===== src/hw/dbc_pkg.sv =====
`default_nettype none
package dbc_pkg;

  // ----------------------------------------------------------------
  // Serial command codes
  // ----------------------------------------------------------------
  localparam logic [7:0] CMD_BACKGROUND  = 8'h90;
  localparam logic [7:0] CMD_READ_STATUS = 8'he4;
  localparam logic [7:0] CMD_WRITE_CTRL  = 8'hc4;
  localparam logic [7:0] CMD_MATCH_READ  = 8'he2;
  localparam logic [7:0] CMD_MATCH_WRITE = 8'hc2;

  // ----------------------------------------------------------------
  // Status/control field positions
  // ----------------------------------------------------------------
  localparam int POS_HALT_PERMIT  = 7;
  localparam int POS_HALT_ACTIVE  = 6;
  localparam int POS_BKPT_ENABLE  = 5;
  localparam int POS_FORCE_TAG    = 4;
  localparam int POS_CLK_SELECT   = 3;
  localparam int POS_WAIT_STOP    = 2;
  localparam int POS_WS_FAILURE   = 1;
  localparam int POS_DV_FAILURE   = 0;
  localparam int POS_FORCE_RESET  = 0;

  // ----------------------------------------------------------------
  // Reset values
  // ----------------------------------------------------------------
  localparam logic        RST_CTRL_BIT  = 1'b0;
  localparam logic [15:0] RST_MATCH     = 16'h0000;
  localparam logic [7:0]  FORCE_RST_RD  = 8'h00;

  // Forced MCU reset pulse length in core clocks
  localparam logic [3:0]  RST_PULSE_CYC = 4'h8;

endpackage
`default_nettype wire

===== src/hw/dbc_debug_regs.sv =====
// Operation
// Halt-permit bit 7: zero refuses halted mode, one allows halted commands.
// Halt-permit stays one once set until normal reset.
// Writes to halt-permit are ignored while halted.
// Halt-active, wait/stop and failure bits are read-only to control writes.
// Bit 6 reports halted state: zero running, one halted.
// Breakpoint enable clear: no breakpoint, select bit and match ignored.
// Force select set: address match forces halt at instruction boundary.
// Force select clear: match tags opcode; halt when tagged opcode executes.
// Bit 3 selects debug clock: zero alternate, one bus clock.
// Debug clock select writable any time, even halted.
// Bit 2 reads one in wait/stop or after background from wait/stop.
// Background command forces CPU out of wait/stop into halted mode.
// Host confirms halt-active before further commands after forcing halt.
// Bit 1 set when memory command fails due to concurrent wait/stop.
// Host recovers failure by background, retry, then restore and resume.
// Bit 0 data-valid failure unused: no slow memory exists.
// Data-valid failure flag always reads zero.
// Match register holds 16-bit address via dedicated serial commands.
// Registers lie outside CPU memory map; only serial commands reach them.
// Host sets breakpoints while halted, before running user code.
// Force-reset register writable only by serial memory writes.
// Force-reset register always reads zero.
// Writing one to force-reset bit performs full MCU reset.
// Background command halts only if halt-permit set, else ignored.
// Status read code e4 returns byte; write code c4 takes byte.
// Match read e2 and write c2 carry a 16-bit value.
`default_nettype none
module dbc_debug_regs (
  input  wire logic        clk_sys_in,
  input  wire logic        rst_n_in,
  // Decoded serial command, one-cycle strobe
  input  wire logic        cmd_valid_in,
  input  wire logic [7:0]  cmd_code_in,
  input  wire logic [15:0] cmd_wdata_in,
  // Serial memory write aimed at the force-reset register
  input  wire logic        force_reset_wr_in,
  input  wire logic [7:0]  force_reset_wdata_in,
  // Force-reset read from a serial memory read
  input  wire logic        force_reset_rd_in,
  // User-program write to the force-reset register
  input  wire logic        user_force_reset_wr_in,
  // CPU and memory-command side
  input  wire logic        cpu_halted_in,
  input  wire logic        cpu_wait_stop_in,
  input  wire logic [15:0] cpu_addr_in,
  input  wire logic        cpu_opcode_fetch_in,
  input  wire logic        cpu_insn_boundary_in,
  input  wire logic        cpu_queue_end_tagged_in,
  input  wire logic        mem_cmd_ws_fail_in,
  input  wire logic        mem_cmd_start_in,
  // Outputs
  output logic [15:0] rdata_out,
  output logic        rdata_valid_out,
  output logic        halt_permit_out,
  output logic        halt_request_out,
  output logic        tag_opcode_out,
  output logic        debug_clock_select_out,
  output logic        mcu_reset_out
);

  // ----------------------------------------------------------------
  // State
  // ----------------------------------------------------------------
  typedef struct packed {
    logic        halt_permit;
    logic        halt_active;
    logic        bkpt_enable;
    logic        force_tag;
    logic        clk_select;
    logic        wait_stop;
    logic        bg_from_ws;
    logic        ws_failure;
    logic [15:0] match;
    logic [15:0] rdata;
    logic        rdata_valid;
    logic        halt_req;
    logic        tag;
    logic        mcu_reset;
    logic [3:0]  rst_cnt;
  } dbc_state_t;

  dbc_state_t st_q;
  dbc_state_t st_d;

  function automatic logic [7:0] dbc_status_byte(input dbc_state_t s);
    logic [7:0] b;
    b = 8'h00;
    b[dbc_pkg::POS_HALT_PERMIT] = s.halt_permit;
    b[dbc_pkg::POS_HALT_ACTIVE] = s.halt_active;
    b[dbc_pkg::POS_BKPT_ENABLE] = s.bkpt_enable;
    b[dbc_pkg::POS_FORCE_TAG]   = s.force_tag;
    b[dbc_pkg::POS_CLK_SELECT]  = s.clk_select;
    b[dbc_pkg::POS_WAIT_STOP]   = s.wait_stop | s.bg_from_ws;
    b[dbc_pkg::POS_WS_FAILURE]  = s.ws_failure;
    // no slow memory
    // unused flag zero
    b[dbc_pkg::POS_DV_FAILURE]  = 1'b0;
    return b;
  endfunction

  logic addr_hit;
  assign addr_hit = (cpu_addr_in == st_q.match);

  // ----------------------------------------------------------------
  // Next state
  // ----------------------------------------------------------------
  always_comb
  begin
    st_d             = st_q;
    st_d.rdata_valid = 1'b0;
    st_d.halt_req    = 1'b0;
    st_d.tag         = 1'b0;
    // mirror halted state
    st_d.halt_active = cpu_halted_in;
    // wait/stop tracking
    st_d.wait_stop   = cpu_wait_stop_in;
    if (!cpu_halted_in && !st_q.halt_req)
    begin
      st_d.bg_from_ws = 1'b0;
    end
    // failure flag, set wins over a new command clearing it
    if (mem_cmd_start_in)
    begin
      st_d.ws_failure = 1'b0;
    end
    if (mem_cmd_ws_fail_in)
    begin
      st_d.ws_failure = 1'b1;
    end

    // breakpoint gated by enable
    if (st_q.bkpt_enable && addr_hit)
    begin
      // forced breakpoint
      if (st_q.force_tag)
      begin
        if (cpu_insn_boundary_in)
        begin
          st_d.halt_req = 1'b1;
        end
      end
      // tag opcode
      else if (cpu_opcode_fetch_in)
      begin
        st_d.tag = 1'b1;
      end
    end
    // tagged opcode halts
    if (cpu_queue_end_tagged_in && st_q.bkpt_enable && !st_q.force_tag)
    begin
      st_d.halt_req = 1'b1;
    end

    if (cmd_valid_in)
    begin
      // background honoured only when permitted
      if (cmd_code_in == dbc_pkg::CMD_BACKGROUND)
      begin
        // refuse halt without permit
        if (st_q.halt_permit)
        begin
          // background leaves wait/stop
          st_d.halt_req = 1'b1;
          if (cpu_wait_stop_in)
          begin
            st_d.bg_from_ws = 1'b1;
          end
        end
      end
      // status read
      else if (cmd_code_in == dbc_pkg::CMD_READ_STATUS)
      begin
        st_d.rdata       = {8'h00, dbc_status_byte(st_q)};
        st_d.rdata_valid = 1'b1;
      end
      // control write
      else if (cmd_code_in == dbc_pkg::CMD_WRITE_CTRL)
      begin
        // permit sticky and locked while halted
        if (!cpu_halted_in && cmd_wdata_in[dbc_pkg::POS_HALT_PERMIT])
        begin
          st_d.halt_permit = 1'b1;
        end
        st_d.bkpt_enable = cmd_wdata_in[dbc_pkg::POS_BKPT_ENABLE];
        st_d.force_tag   = cmd_wdata_in[dbc_pkg::POS_FORCE_TAG];
        // clock select always writable
        st_d.clk_select  = cmd_wdata_in[dbc_pkg::POS_CLK_SELECT];
        // status bits untouched here
      end
      // match read
      else if (cmd_code_in == dbc_pkg::CMD_MATCH_READ)
      begin
        st_d.rdata       = st_q.match;
        st_d.rdata_valid = 1'b1;
      end
      // match write
      else if (cmd_code_in == dbc_pkg::CMD_MATCH_WRITE)
      begin
        st_d.match = cmd_wdata_in;
      end
    end

    // force-reset reads zero
    if (force_reset_rd_in)
    begin
      st_d.rdata       = {8'h00, dbc_pkg::FORCE_RST_RD};
      st_d.rdata_valid = 1'b1;
    end

    // only serial writes may reset; user writes dropped
    if (force_reset_wr_in && force_reset_wdata_in[dbc_pkg::POS_FORCE_RESET])
    begin
      st_d.mcu_reset = 1'b1;
      st_d.rst_cnt   = dbc_pkg::RST_PULSE_CYC;
    end
    else if (st_q.rst_cnt != 4'h0)
    begin
      st_d.rst_cnt = st_q.rst_cnt - 4'h1;
      if (st_q.rst_cnt == 4'h1)
      begin
        st_d.mcu_reset = 1'b0;
      end
    end
  end

  // ----------------------------------------------------------------
  // Registers
  // ----------------------------------------------------------------
  // Reset pulse is generated here but our own reset comes from rst_n_in,
  // not from mcu_reset_out, so this block is not cleared by the reset it causes.
  always_ff @(posedge clk_sys_in)
  begin
    if (!rst_n_in)
    begin
      st_q             <= '0;
      st_q.halt_permit <= dbc_pkg::RST_CTRL_BIT;
      st_q.clk_select  <= dbc_pkg::RST_CTRL_BIT;
      st_q.match       <= dbc_pkg::RST_MATCH;
    end
    else
    begin
      st_q <= st_d;
    end
  end

  // no memory-map access path exists
  assign rdata_out              = st_q.rdata;
  assign rdata_valid_out        = st_q.rdata_valid;
  assign halt_permit_out        = st_q.halt_permit;
  assign halt_request_out       = st_q.halt_req;
  assign tag_opcode_out         = st_q.tag;
  assign debug_clock_select_out = st_q.clk_select;
  assign mcu_reset_out          = st_q.mcu_reset;

  logic unused_user_wr;
  assign unused_user_wr = user_force_reset_wr_in;

endmodule
`default_nettype wire


===== config.mk =====
export PLATFORM = sky130hd
export DESIGN_NAME = dbc_debug_regs
export DESIGN_NICKNAME = d
export VERILOG_FILES = /design/src/hw/dbc_pkg.sv /design/src/hw/dbc_debug_regs.sv
export SDC_FILE = /design/constraint.sdc
export NUM_CORES = 1
export LEC_CHECK = 0
export ABC_AREA = 0
export ABC_CLOCK_PERIOD_IN_PS = 2300
export BUFFER_PORTS_ARGS = -buffer_cell sky130_fd_sc_hd__buf_2
export CAP_MARGIN = 20
export CORE_MARGIN = 5
export CORE_UTILIZATION = 49
export CTS_CLUSTER_SIZE = 40
export DETAILED_ROUTE_END_ITERATION = 6
export PLACE_DENSITY = 0.79
export SLEW_MARGIN = 0
export SYNTH_ARGS = -nofsm -noshare
export SYNTH_HDL_FRONTEND = slang
export SYNTH_SLANG_ARGS = --single-unit

===== constraint.sdc =====
create_clock -name clk_sys_in -period 2.3 [get_ports clk_sys_in]
set_input_delay 0.23 -clock clk_sys_in [delete_from_list [all_inputs] [get_ports clk_sys_in]]
set_output_delay 0.23 -clock clk_sys_in [all_outputs]
set_load 0.05 [all_outputs]

* Yosys cells after proc, flatten, opt, wreduce, memory -nomap -nowiden *
Index checks and enable logic that the tools add are counted.

word-level totals
  flip-flop bits (word level) = 48
  bits of input ports = 61
  output and inout bits = 22

operators by class
  add/sub/neg operators = 1
  eq/ne operators = 8
  mux-type cells = 24
  bitwise logic cells = 7
  reductions and logical operators = 22

operators by type and width
  kind                                                 number
  two-way mux 17 bit                                   3
  equality test 8 bit, second input constant           5
  two-way mux 1 bit                                    17
  equality test 16 bit                                 1
  two-way mux 5 bit                                    2
  AND reduction 4 bit                                  2
  nonzero test 2 bit                                   4
  logical AND 1 bit                                    6
  inverter 1 bit                                       6
  AND reduction 6 bit                                  1
  AND reduction 5 bit                                  1
  equality test 4 x 1 -> 1 bit, second input constant  1
  two-way mux 2 bit                                    2
  nonzero test 4 bit                                   1
  OR reduction 2 bit                                   2
  subtractor 4 x 1 -> 4 bit, second input constant     1
  zero test 1 bit                                      3
  OR reduction 3 bit                                   1
  != test 2 bit, second input constant                 1
  AND reduction 2 bit                                  1
  bitwise OR 1 bit                                     1

* Longest topological paths before layout *
Gate-level depths: netlist of run 1.

  depth after elaboration = 8
  depth in mapped cells = 6
  depth with buffers taken out = 5

* Least setup slack after synthesis of run 1 *
No wires, ideal clock.

  path kind = input to register
  from = in cmd_code_in[3]
  to = reg st_q[25] (netlist bit)
  library setup time = 116 ps
  arrival = 1737 ps
  slack = 447 ps
  stages = 6
  buffers on the path = 2
  path through = or4b_1 or4_1 buf_6 buf_12 mux2i_1 nor2b_1

between the ends
  cells in the longest elaborated chain, start to end = 3

RTL lines
  item                                    RTL line               source
  start: declaration                      dbc_debug_regs.sv:34   input wire logic [7:0] cmd_code_in,
  equality test 8 bit (on tied branches)  n/a
  inverter 1 bit (no line)                n/a
  AND reduction 6 bit (no line) *         n/a
  end signal: assignment                  dbc_debug_regs.sv:243  st_q <= st_d;
  end: declaration                        dbc_debug_regs.sv:83   dbc_state_t st_q;

Mark *: on every way between the ends. The rest lies on a longest branch, timed or not.
A chain may end at the register's enable or synchronous reset.

* Worst setup path in the final report of run 1 *
  from = in cmd_code_in[3]
  to = reg st_q[29] (netlist bit)

The elaborated chain is that of the path after synthesis.

==> impl_metrics.yaml, run 1 <==
worst_hold_path:
  hold_class: "in2reg"
critical_path:
  cp.arrival_ps: 1880
  cp-start-kind: "input pin"
  setup.worst_path.end_class: "flop"
  crit_type: "in2reg"
  path_max_fanout: 16
  cp.required_ps: 2500
grt:
  antenna_found_initial: 0
  grt_pass1_wl_um: 8240
  first_global_vias: 1781
  grt_overflow: 0
  grt_max_degree: 31
  grt_usage_pct: 17.3
yosys:
  syn_area_per_cell_um2: 9.74
  synth_cells: 238
  ys.flop_type: "dfxtp_1"
  syn-num-nets: 302
  synth_compound_area_share_pct: 9.02
  synth-edff-count: 0
  netlist_area_mm2: 0.00232
  yosys.cell_types.count: 41
  synthMuxAreaShare_pct: 13.7
  yosysWarningCount: 0
  synthXorXnorAreaFrac_pct: 4.91
  synthSimpleGateAreaFrac_pct: 20.1
  ys_seq_area_share_pct: 41.5
  synth_seq_cells: 48
  synthArstFlopShare_pct: 0
  synth_adder_area_share_pct: 1.62
  synth_top_family_by_area: "simple AND/OR/NAND/NOR gates"
floorplan:
  core_mm2: 0.00466
  die_y_um: 78.8
  num_io_pins: 83
  dieArea_mm2: 0.00620
  rows: 25
  die_w_um: 78.8
  start_util_pct: 49.7
sta:
  rsz0062_at_grt: "false"
  drv_slew: 0
  min_period_ps: 1680
  finalCritPeriodShare_pct: 73.2
  hold_violations: 0
  fmax_ghz: 0.594
  maxSlewHeadroom_pct: 59.2
  setup_viol: 0
  finClkSkew_ps: 5.69
  final.setup.tns_ps: 0
  worst_slew_pin_slew_ps: 611
clock_network:
  clk_latency_ps: 300
  htree_levels: 2
  cts_resized: 0
  cts_root_buf: "clkbuf_8"
  cts_hold_buf: 0
  cts_tree: "done"
  cts.sinks: 48
  cts_setup_buffers: 0
  clockBufferDepth: 2
  clk_pin_slew_worst_paths_ps: 90
  numCtsBuffers: 5
placement:
  io_buffers: 74
  gp_congestion: 0.770
  place_inst: 347
  dpl-instance-area_mm2: 0.00262
  hpwlAfterDp_um: 3950
drt:
  routed_wl_um: 5230
  drc: 0
  ant_nets: 0
  post_drt_wl_per_cell_um: 14.7
  via_per_inst: 5.07
  first_pass_iters: 4
  first_iter_violations: 74
  vias: 1800
power:
  p_int_uw: 1330
  vdd_drop_max_v: 0.000527
  power.share.switching_pct: 25.9
  p_sw_uw: 465
  seqPwrFrac_pct: 49.9
  p_leak_uw: 0.00130
  comb_power_share_pct: 16.4
  power_density_mw_per_mm2: 657
  clkPwrFrac_pct: 33.7
cells_and_area:
  fin_area_mm2: 0.00273
  stdcell_count: 355
  drive_above_1_share_pct: 31.9
  fill_cells: 421
  synthToLayoutAreaGrowth_pct: 17.8
  num_antenna_cells: 0
  nNetsFinal: 364
outcome:
  status: "complete, no violations"
run:
  maxCapViolCount: 0
[registers in the layout, indices dropped and copies added, names as in the netlist]
name / flops
debug_clock_select_out: 1
halt_permit_out: 1
halt_request_out: 1
mcu_reset_out: 1
rdata_out: 16
rdata_valid_out: 1
st_q: 26
tag_opcode_out: 1
[per-stage QoR]
| step | setup WS (ps) | power (uW) | utilization (%) | hold WS, ps |
|---|---|---|---|---|
| 2_1_floorplan | 447 | 1110 | - | 352 |
| 3_3_place_gp | 314 | 1200 | 56.2 | 437 |
| 3_5_place_dp | 303 | 1210 | 56.2 | 445 |
| 4_1_cts | 608 | 1810 | 58.6 | 131 |
| 5_1_grt | 525 | 1880 | 58.6 | 125 |
| 6_report | 617 | 1790 | 58.6 | 133 |
[synth_stat cells (4+ instances only)]
cell / number / area (um2)
nor2_1: 21 / 78.8
mux2_2: 6 / 67.6
dfxtp_1: 48 / 961
nand2_1: 9 / 33.8
buf_4: 16 / 120
inv_1: 10 / 37.5
nor2b_1: 21 / 131
xnor2_1: 11 / 96.3
a21boi_0: 4 / 30.0
a22oi_1: 9 / 67.6
mux2i_1: 25 / 250
clkbuf_1: 6 / 22.5
nand2b_1: 6 / 37.5
[layout by cell type (no fill, tap or decap), drive strengths merged, types with 2 or more instances in the layout]
master   Yosys  routed
inv         10      10
a22oi        9       9
nor2b       21      21
dfxtp       48      48
ha           3       3
nor4         2       2
o41ai        2       2
or3          2       2
nand3        3       3
o21a         2       2
a21oi        3       3
nand3b       2       2
a21boi       4       4
or4          2       2
nand2        9       9
xnor2       11      11
nand2b       6       6
or4b         2       2
mux2i       25      25
o21ai        2       2
mux2         6       6
o2111ai      2       2
nor4b        3       3
clkbuf       6       5
xor2         2       2
nand4        2       2
nor2        21      21
and2         2       2
buf         18      79
[area by class of cell]
cell class	count	area, um2	share of cell area [%]
clock inverters	3	42.5	1.56
inverters	10	37.5	1.37
flip-flops and latches	48	961	35.2
multi-input cells	156	1140	41.9
repair buffers	79	408	14.9
well taps	54	67.6	2.47
clock buffers	5	68.8	2.52
[routing by layer]
metal	up-vias	global-route usage, %	routed length (um)
met5	-	0	0
met4	0	7.17	100
met3	11	5.67	362
met2	52	28.8	2480
met1	812	20.3	2290
li1	925	-	-
[cells by family (layout without fill, tap and decap cells)]
group / after synthesis / after routing
flops: 48 / 48
xor+xnor: 13 / 13
mux: 31 / 31
buf+inv: 34 / 97
simple gates: 81 / 81
compound gates: 28 / 28
fa+ha+maj: 3 / 3
[worst max-delay path, stage by stage]
cell and delay, ps:
buf_2 120, or4b_1 550, or4_1 480, buf_4 240
mux2i_1 190, nor2b_1 60
[final timing paths]
kind / start / endpoint / slack [ps] / depth (start not counted)
max: cmd_code_in[3] / st_q[29] / 620 / 6
min: mem_cmd_ws_fail_in / st_q[40] / 130 / 2
max reg2reg: st_q[36] / halt_request_out / 720 / 4
min reg2reg: rdata_out[2] / rdata_out[2] / 460 / 2
[power by group through the flow]
| stage | logic (uW) | registers, uW | clock network (uW) |
|---|---|---|---|
| finish | 295 | 894 | 605 |
| detailed placement | 295 | 914 | 0 |
| global route | 332 | 899 | 649 |
| global placement | 285 | 912 | 0 |
| floorplan | 191 | 916 | 0 |
| CTS | 298 | 894 | 615 |
(Power assumes the default switching activity.)
==> run 2, diff against run 1 <==
--- a/config.mk
+++ b/config.mk
@@ -5,15 +5,15 @@
 export SDC_FILE = /design/constraint.sdc
 export NUM_CORES = 1
 export LEC_CHECK = 0
-export ABC_AREA = 0
-export ABC_CLOCK_PERIOD_IN_PS = 2300
+export ABC_AREA = 1
+export ABC_CLOCK_PERIOD_IN_PS = 1700
 export BUFFER_PORTS_ARGS = -buffer_cell sky130_fd_sc_hd__buf_2
 export CAP_MARGIN = 20
 export CORE_MARGIN = 5
-export CORE_UTILIZATION = 49
+export CORE_UTILIZATION = 50
 export CTS_CLUSTER_SIZE = 40
 export DETAILED_ROUTE_END_ITERATION = 6
-export PLACE_DENSITY = 0.79
+export PLACE_DENSITY = 0.8
 export SLEW_MARGIN = 0
 export SYNTH_ARGS = -nofsm -noshare
 export SYNTH_HDL_FRONTEND = slang
==> constraint.sdc (replaced) <==
create_clock -name clk_sys_in -period 1.7 [get_ports clk_sys_in]
set_input_delay 0.17 -clock clk_sys_in [delete_from_list [all_inputs] [get_ports clk_sys_in]]
set_output_delay 0.17 -clock clk_sys_in [all_outputs]
set_load 0.05 [all_outputs]
==> impl_metrics.yaml, run 2 <==
outcome:
  status: "complete, no violations"
sta:
  finalCritPeriodShare_pct: 71.1
  hold_slack_ps: 84.9
  hold_violations: 0
  maxSlewHeadroom_pct: 67.8
  rsz0062_at_grt: "false"
  final.setup.tns_ps: 0
  finClkSkew_ps: 4.45
  drv_slew: 0
  setup_viol: 0
  worst_slew_pin_slew_ps: 482
  fmax_ghz: 0.827
  layout_setup_ws_ps: 491
  min_period_ps: 1210
yosys:
  syn-num-nets: 410
  syn_area_per_cell_um2: 6.88
  yosysMostFrequentCell: "nand2_1"
  synth_area_leaders: "dfxtp_1 (40%), nand2_1 (12%), o21ai_0 (8.2%), nor2_1 (8.0%), inv_1 (7.3%)"
  synth_cells: 346
  ys_seq_area_share_pct: 40.4
  yosys.cell_types.count: 27
  synth-edff-count: 0
  ys.flop_type: "dfxtp_1"
  synth_seq_cells: 48
  synthTopCellsByCount: "nand2_1 (73), nor2_1 (51), dfxtp_1 (48), inv_1 (46), o21ai_0 (39)"
  yosysWarningCount: 0
  yosys.area.top_type_share_pct: 40.4
  yosysTopAreaCell: "dfxtp_1"
  synthArstFlopShare_pct: 0
  netlist_area_mm2: 0.00238
drt:
  first_iter_violations: 160
  first_pass_iters: 4
  post_drt_wl_per_cell_um: 12.2
  routed_wl_um: 5660
  ant_nets: 0
  drc: 0
  vias: 2276
  via_per_inst: 4.89
critical_path:
  cp.arrival_ps: 1450
  path_depth: 7
  setup.worst_path.end_class: "flop"
  cpPeakStageDelay_ps: 390
  r2r_cells: 7
  cp.required_ps: 1940
  path_buf_inv: 3
  path_max_fanout: 4
  crit_slowest_cell: "dfxtp_1"
  path_delay_family: "flip-flops"
  cp_cell_sequence: "inv_1, ha_1, nand2_1, inv_1, o21ai_0, nand2_1, inv_1"
  crit_type: "reg2reg"
  critPathMostFrequentCell: "inv_1"
  cp-start-kind: "flop"
power:
  power.share.switching_pct: 27.6
  vdd_drop_max_v: 0.000678
  p_leak_uw: 0.00137
  comb_power_share_pct: 18.3
  p_total_uw: 2340
  seqPwrFrac_pct: 52.0
  p_int_uw: 1700
  power_density_mw_per_mm2: 836
  p_sw_uw: 645
  clkPwrFrac_pct: 29.7
grt:
  grt_usage_pct: 19.0
  first_global_vias: 2214
  antenna_found_initial: 0
  grt_max_degree: 32
  grt_pass1_wl_um: 9500
  grt_overflow: 0
placement:
  hpwlAfterDp_um: 4420
  dp_slack_ps: 175
  io_buffers: 74
  gp_congestion: 0.890
  place_inst: 457
floorplan:
  num_io_pins: 83
  rows: 25
  die_w_um: 79.0
  dieArea_mm2: 0.00624
  die_y_um: 79.0
  core_mm2: 0.00466
  start_util_pct: 51.1
clock_network:
  numCtsBuffers: 5
  cts_tree: "done"
  cts_hold_buf: 0
  clk_pin_slew_worst_paths_ps: 80
  cts_setup_buffers: 0
  cts_root_buf: "clkbuf_8"
  clockBufferDepth: 2
  cts_resized: 0
  cts.sinks: 48
  clk_latency_ps: 290
  htree_levels: 2
cells_and_area:
  drive_above_1_share_pct: 23.8
  layout_common_cells: "buf_2 (74), nand2_1 (73), nor2_1 (51), dfxtp_1 (48), inv_1 (46)"
  synthToLayoutAreaGrowth_pct: 17.6
  nNetsFinal: 474
  largest_reg_flops: 26
  final_common_cell: "buf_2"
  num_antenna_cells: 0
  stdcell_count: 465
  top_register: "st_q"
worst_hold_path:
  hold_class: "in2reg"
  holdPathStages: 3
run:
  maxCapViolCount: 0
[run 2: cell families (layout without fill, tap and decap cells)]
| family | Yosys count | after routing | share of synthesized area, % |
|---|---|---|---|
| buf+inv | 72 | 137 | 14.4 |
| flops | 48 | 48 | 40.4 |
| compound gates | 71 | 71 | 15.6 |
| fa+ha+maj | 3 | 3 | 1.58 |
| simple gates | 147 | 147 | 26.3 |
| xor+xnor | 5 | 5 | 1.84 |
[run 2: cell type report]
class	count	area [um2]
clock buffer	8	90.1
fill	435	1860
inverter	48	180
multi-input combinational	226	1080
sequential	48	961
tap	54	67.6
timing repair buffer	81	423
[run 2: metrics by stage]
step / util [%] / instance area, um2
2_1_floorplan: - / 2380
3_3_place_gp: 58.1 / 2710
3_5_place_dp: 58.1 / 2710
4_1_cts: 60.1 / 2800
5_1_grt: 60.1 / 2800
6_report: 60.1 / 2800
[run 2: worst paths after layout]
kind                                      to          start  slack, ps
worst max-delay path                 st_q[3]        st_q[0]        490
worst min-delay path                st_q[46]  cpu_halted_in         80
worst max register to register       st_q[3]        st_q[0]        490
worst min register to register  rdata_out[5]   rdata_out[5]        470
[run 2: worst reg2reg max path, stage by stage (launching register included)]
cell	delay, ps
dfxtp_1	390
inv_1	100
ha_1	210
nand2_1	120
inv_1	80
o21ai_0	160
nand2_1	60
inv_1	40
[run 2: power by group through the flow]
stage                     Sequential [uW]  Clock [uW]  Combinational (uW)
after floorplan                      1240           0                 286
after global placement               1240           0                 415
after detailed placement             1240           0                 429
after CTS                            1220         708                 431
after global routing                 1220         766                 498
final                                1220         695                 429
[run 2: per-layer routing]
metal	vias to the layer above	part of all wire, %	global-route usage (%)
met5	-	0	0
met4	0	1.4	5.67
met3	8	8.0	5.22
met2	69	46	31.7
met1	1005	44	23.8
li1	1194	-	-
==> run 3, diff against run 2 <==
--- a/config.mk
+++ b/config.mk
@@ -6,14 +6,14 @@
 export NUM_CORES = 1
 export LEC_CHECK = 0
 export ABC_AREA = 1
-export ABC_CLOCK_PERIOD_IN_PS = 1700
+export ABC_CLOCK_PERIOD_IN_PS = 1050
 export BUFFER_PORTS_ARGS = -buffer_cell sky130_fd_sc_hd__buf_2
 export CAP_MARGIN = 20
 export CORE_MARGIN = 5
-export CORE_UTILIZATION = 50
+export CORE_UTILIZATION = 45
 export CTS_CLUSTER_SIZE = 40
 export DETAILED_ROUTE_END_ITERATION = 6
-export PLACE_DENSITY = 0.8
+export PLACE_DENSITY = 0.76
 export SLEW_MARGIN = 0
 export SYNTH_ARGS = -nofsm -noshare
 export SYNTH_HDL_FRONTEND = slang
==> constraint.sdc (replaced) <==
create_clock -name clk_sys_in -period 1.05 [get_ports clk_sys_in]
set_input_delay 0.105 -clock clk_sys_in [delete_from_list [all_inputs] [get_ports clk_sys_in]]
set_output_delay 0.105 -clock clk_sys_in [all_outputs]
set_load 0.05 [all_outputs]
==> impl_metrics.yaml, run 3 (same netlist as run 2, synthesis figures left out) <==
outcome:
  status: "finished, violations left"
  violations: "negative setup slack"
sta:
  fmax_ghz: 0.936
  rsz0062_at_grt: "true"
  hold_violations: 0
  final.setup.tns_ps: -17.9
  layout_setup_ws_ps: -17.9
  min_period_ps: 1070
  worst_slew_pin_slew_ps: 246
  hold_slack_ps: 11.3
  maxSlewHeadroom_pct: 83.6
  setup_viol: 1
  finClkSkew_ps: 3.48
  finalCritPeriodShare_pct: 102
  drv_slew: 0
grt:
  first_global_vias: 2341
  grt_overflow: 0
  antenna_found_initial: 0
  grt_pass1_wl_um: 9840
  grt_max_degree: 29
  grt_usage_pct: 18.5
cells_and_area:
  top_register: "st_q"
  synthToLayoutAreaGrowth_pct: 32.5
  drive_above_1_share_pct: 39.4
  nNetsFinal: 495
  largest_reg_flops: 26
  fin_area_mm2: 0.00315
  num_antenna_cells: 0
  layout_common_cells: "buf_2 (72), nand2_1 (64), nor2_1 (47), inv_1 (37), o21ai_0 (34)"
  final_common_cell: "buf_2"
clock_network:
  cts_tree: "done"
  clk_latency_ps: 290
  clk_pin_slew_worst_paths_ps: 90
  numCtsBuffers: 5
  clockBufferDepth: 2
  cts.sinks: 48
  cts_root_buf: "clkbuf_8"
  htree_levels: 2
  cts_hold_buf: 0
critical_path:
  crit_slowest_cell: "dfxtp_2"
  setup.worst_path.end_class: "flop"
  cp.arrival_ps: 1310
  critPathMostFrequentCell: "nand2_1"
  r2r_cells: 8
  cp.required_ps: 1290
  cpPeakStageDelay_ps: 340
  crit_type: "reg2reg"
  path_max_fanout: 2
  cp-start-kind: "flop"
  cp_cell_sequence: "inv_2, nand2_1, nand2_1, nor2_2, nand2_1, nor2_2, nand4_1, nand2_1"
placement:
  dp_slack_ps: -209
  hpwlAfterDp_um: 4790
  io_buffers: 74
  dpl-instance-area_mm2: 0.00290
  gp_congestion: 0.843
drt:
  first_pass_iters: 4
  vias: 2337
  routed_wl_um: 6030
  first_iter_violations: 150
  post_drt_wl_per_cell_um: 12.0
  via_per_inst: 4.66
  drc: 0
  ant_nets: 0
power:
  power_density_mw_per_mm2: 1370
  p_leak_uw: 0.00151
  vdd_drop_max_v: 0.00141
worst_hold_path:
  hold_class: "in2reg"
  holdPathStages: 3
floorplan:
  die_w_um: 82.7
  num_io_pins: 83
  die_y_um: 82.7
  core_mm2: 0.00514
  dieArea_mm2: 0.00685
  rows: 26
  start_util_pct: 46.3
run:
  maxCapViolCount: 0
[run 3: cell count changes in the layout (fill, tap and decap cells not counted), sizes merged]
cell	previous run	this run
clkbuf	8	7
buf	81	100
clkinv	0	1
clkinvlp	0	1
[run 3: worst max-delay path, delay by kind of cell (launching register included)]
kind / cells / cell delay [ps]
AND/OR/NAND/NOR: 7 / 650
flip-flops: 1 / 340
buffers and inverters: 1 / 40
[run 3: power breakdown]
part | total (uW) | switching (uW) | leakage, uW | internal (uW)
registers | 2050 | 125 | 0.000398 | 1930
clock network | 1040 | 589 | 0.0000400 | 452
logic | 1220 | 616 | 0.00107 | 602
total | 4310 | 1330 | 0.00151 | 2980
[run 3: routing by layer]
metal	vias up	wire length, um	global-route usage, %	part of all wire [%]
met3	6	291	2.71	4.8
met4	0	52	3.76	0.86
met2	53	3120	34.8	52
met5	-	0	0	0
li1	1241	-	-	-
met1	1037	2570	22.1	43
[run 3: path summary, 6_finish.rpt]
kind / from / slack, ps / to
worst max-delay path: st_q[32] / -20 / halt_request_out
worst min-delay path: mem_cmd_ws_fail_in / 10 / st_q[40]
worst max register to register: st_q[32] / -20 / halt_request_out
worst min register to register: rdata_out[7] / 470 / rdata_out[7]
[run 3: cell type report]
class | instances | area [um2]
fillers | 495 | 1990
multi-input cells | 226 | 1210
flip-flops and latches | 48 | 988
repair buffers | 102 | 606
inverters | 48 | 185
well taps | 70 | 87.6
clock buffers | 5 | 68.8
clock inverters | 2 | 12.5
[run 3: repair_timing]
action	CTS	global route
endpoints found under the setup margin	4	13
gates resized for setup	27	37
pin swaps	8	18
buffers inserted	2	0
endpoints found under the hold margin	0	0
[run 3: through the flow]
step                      instances  util [%]  power, uW
after CTS                       501      59.1       3980
final                           501      61.4       4310
after global placement          492      56.3       2790
after floorplan                 346         -       2500
after global routing            501      61.4       4550
after detailed placement        492      56.3       2830
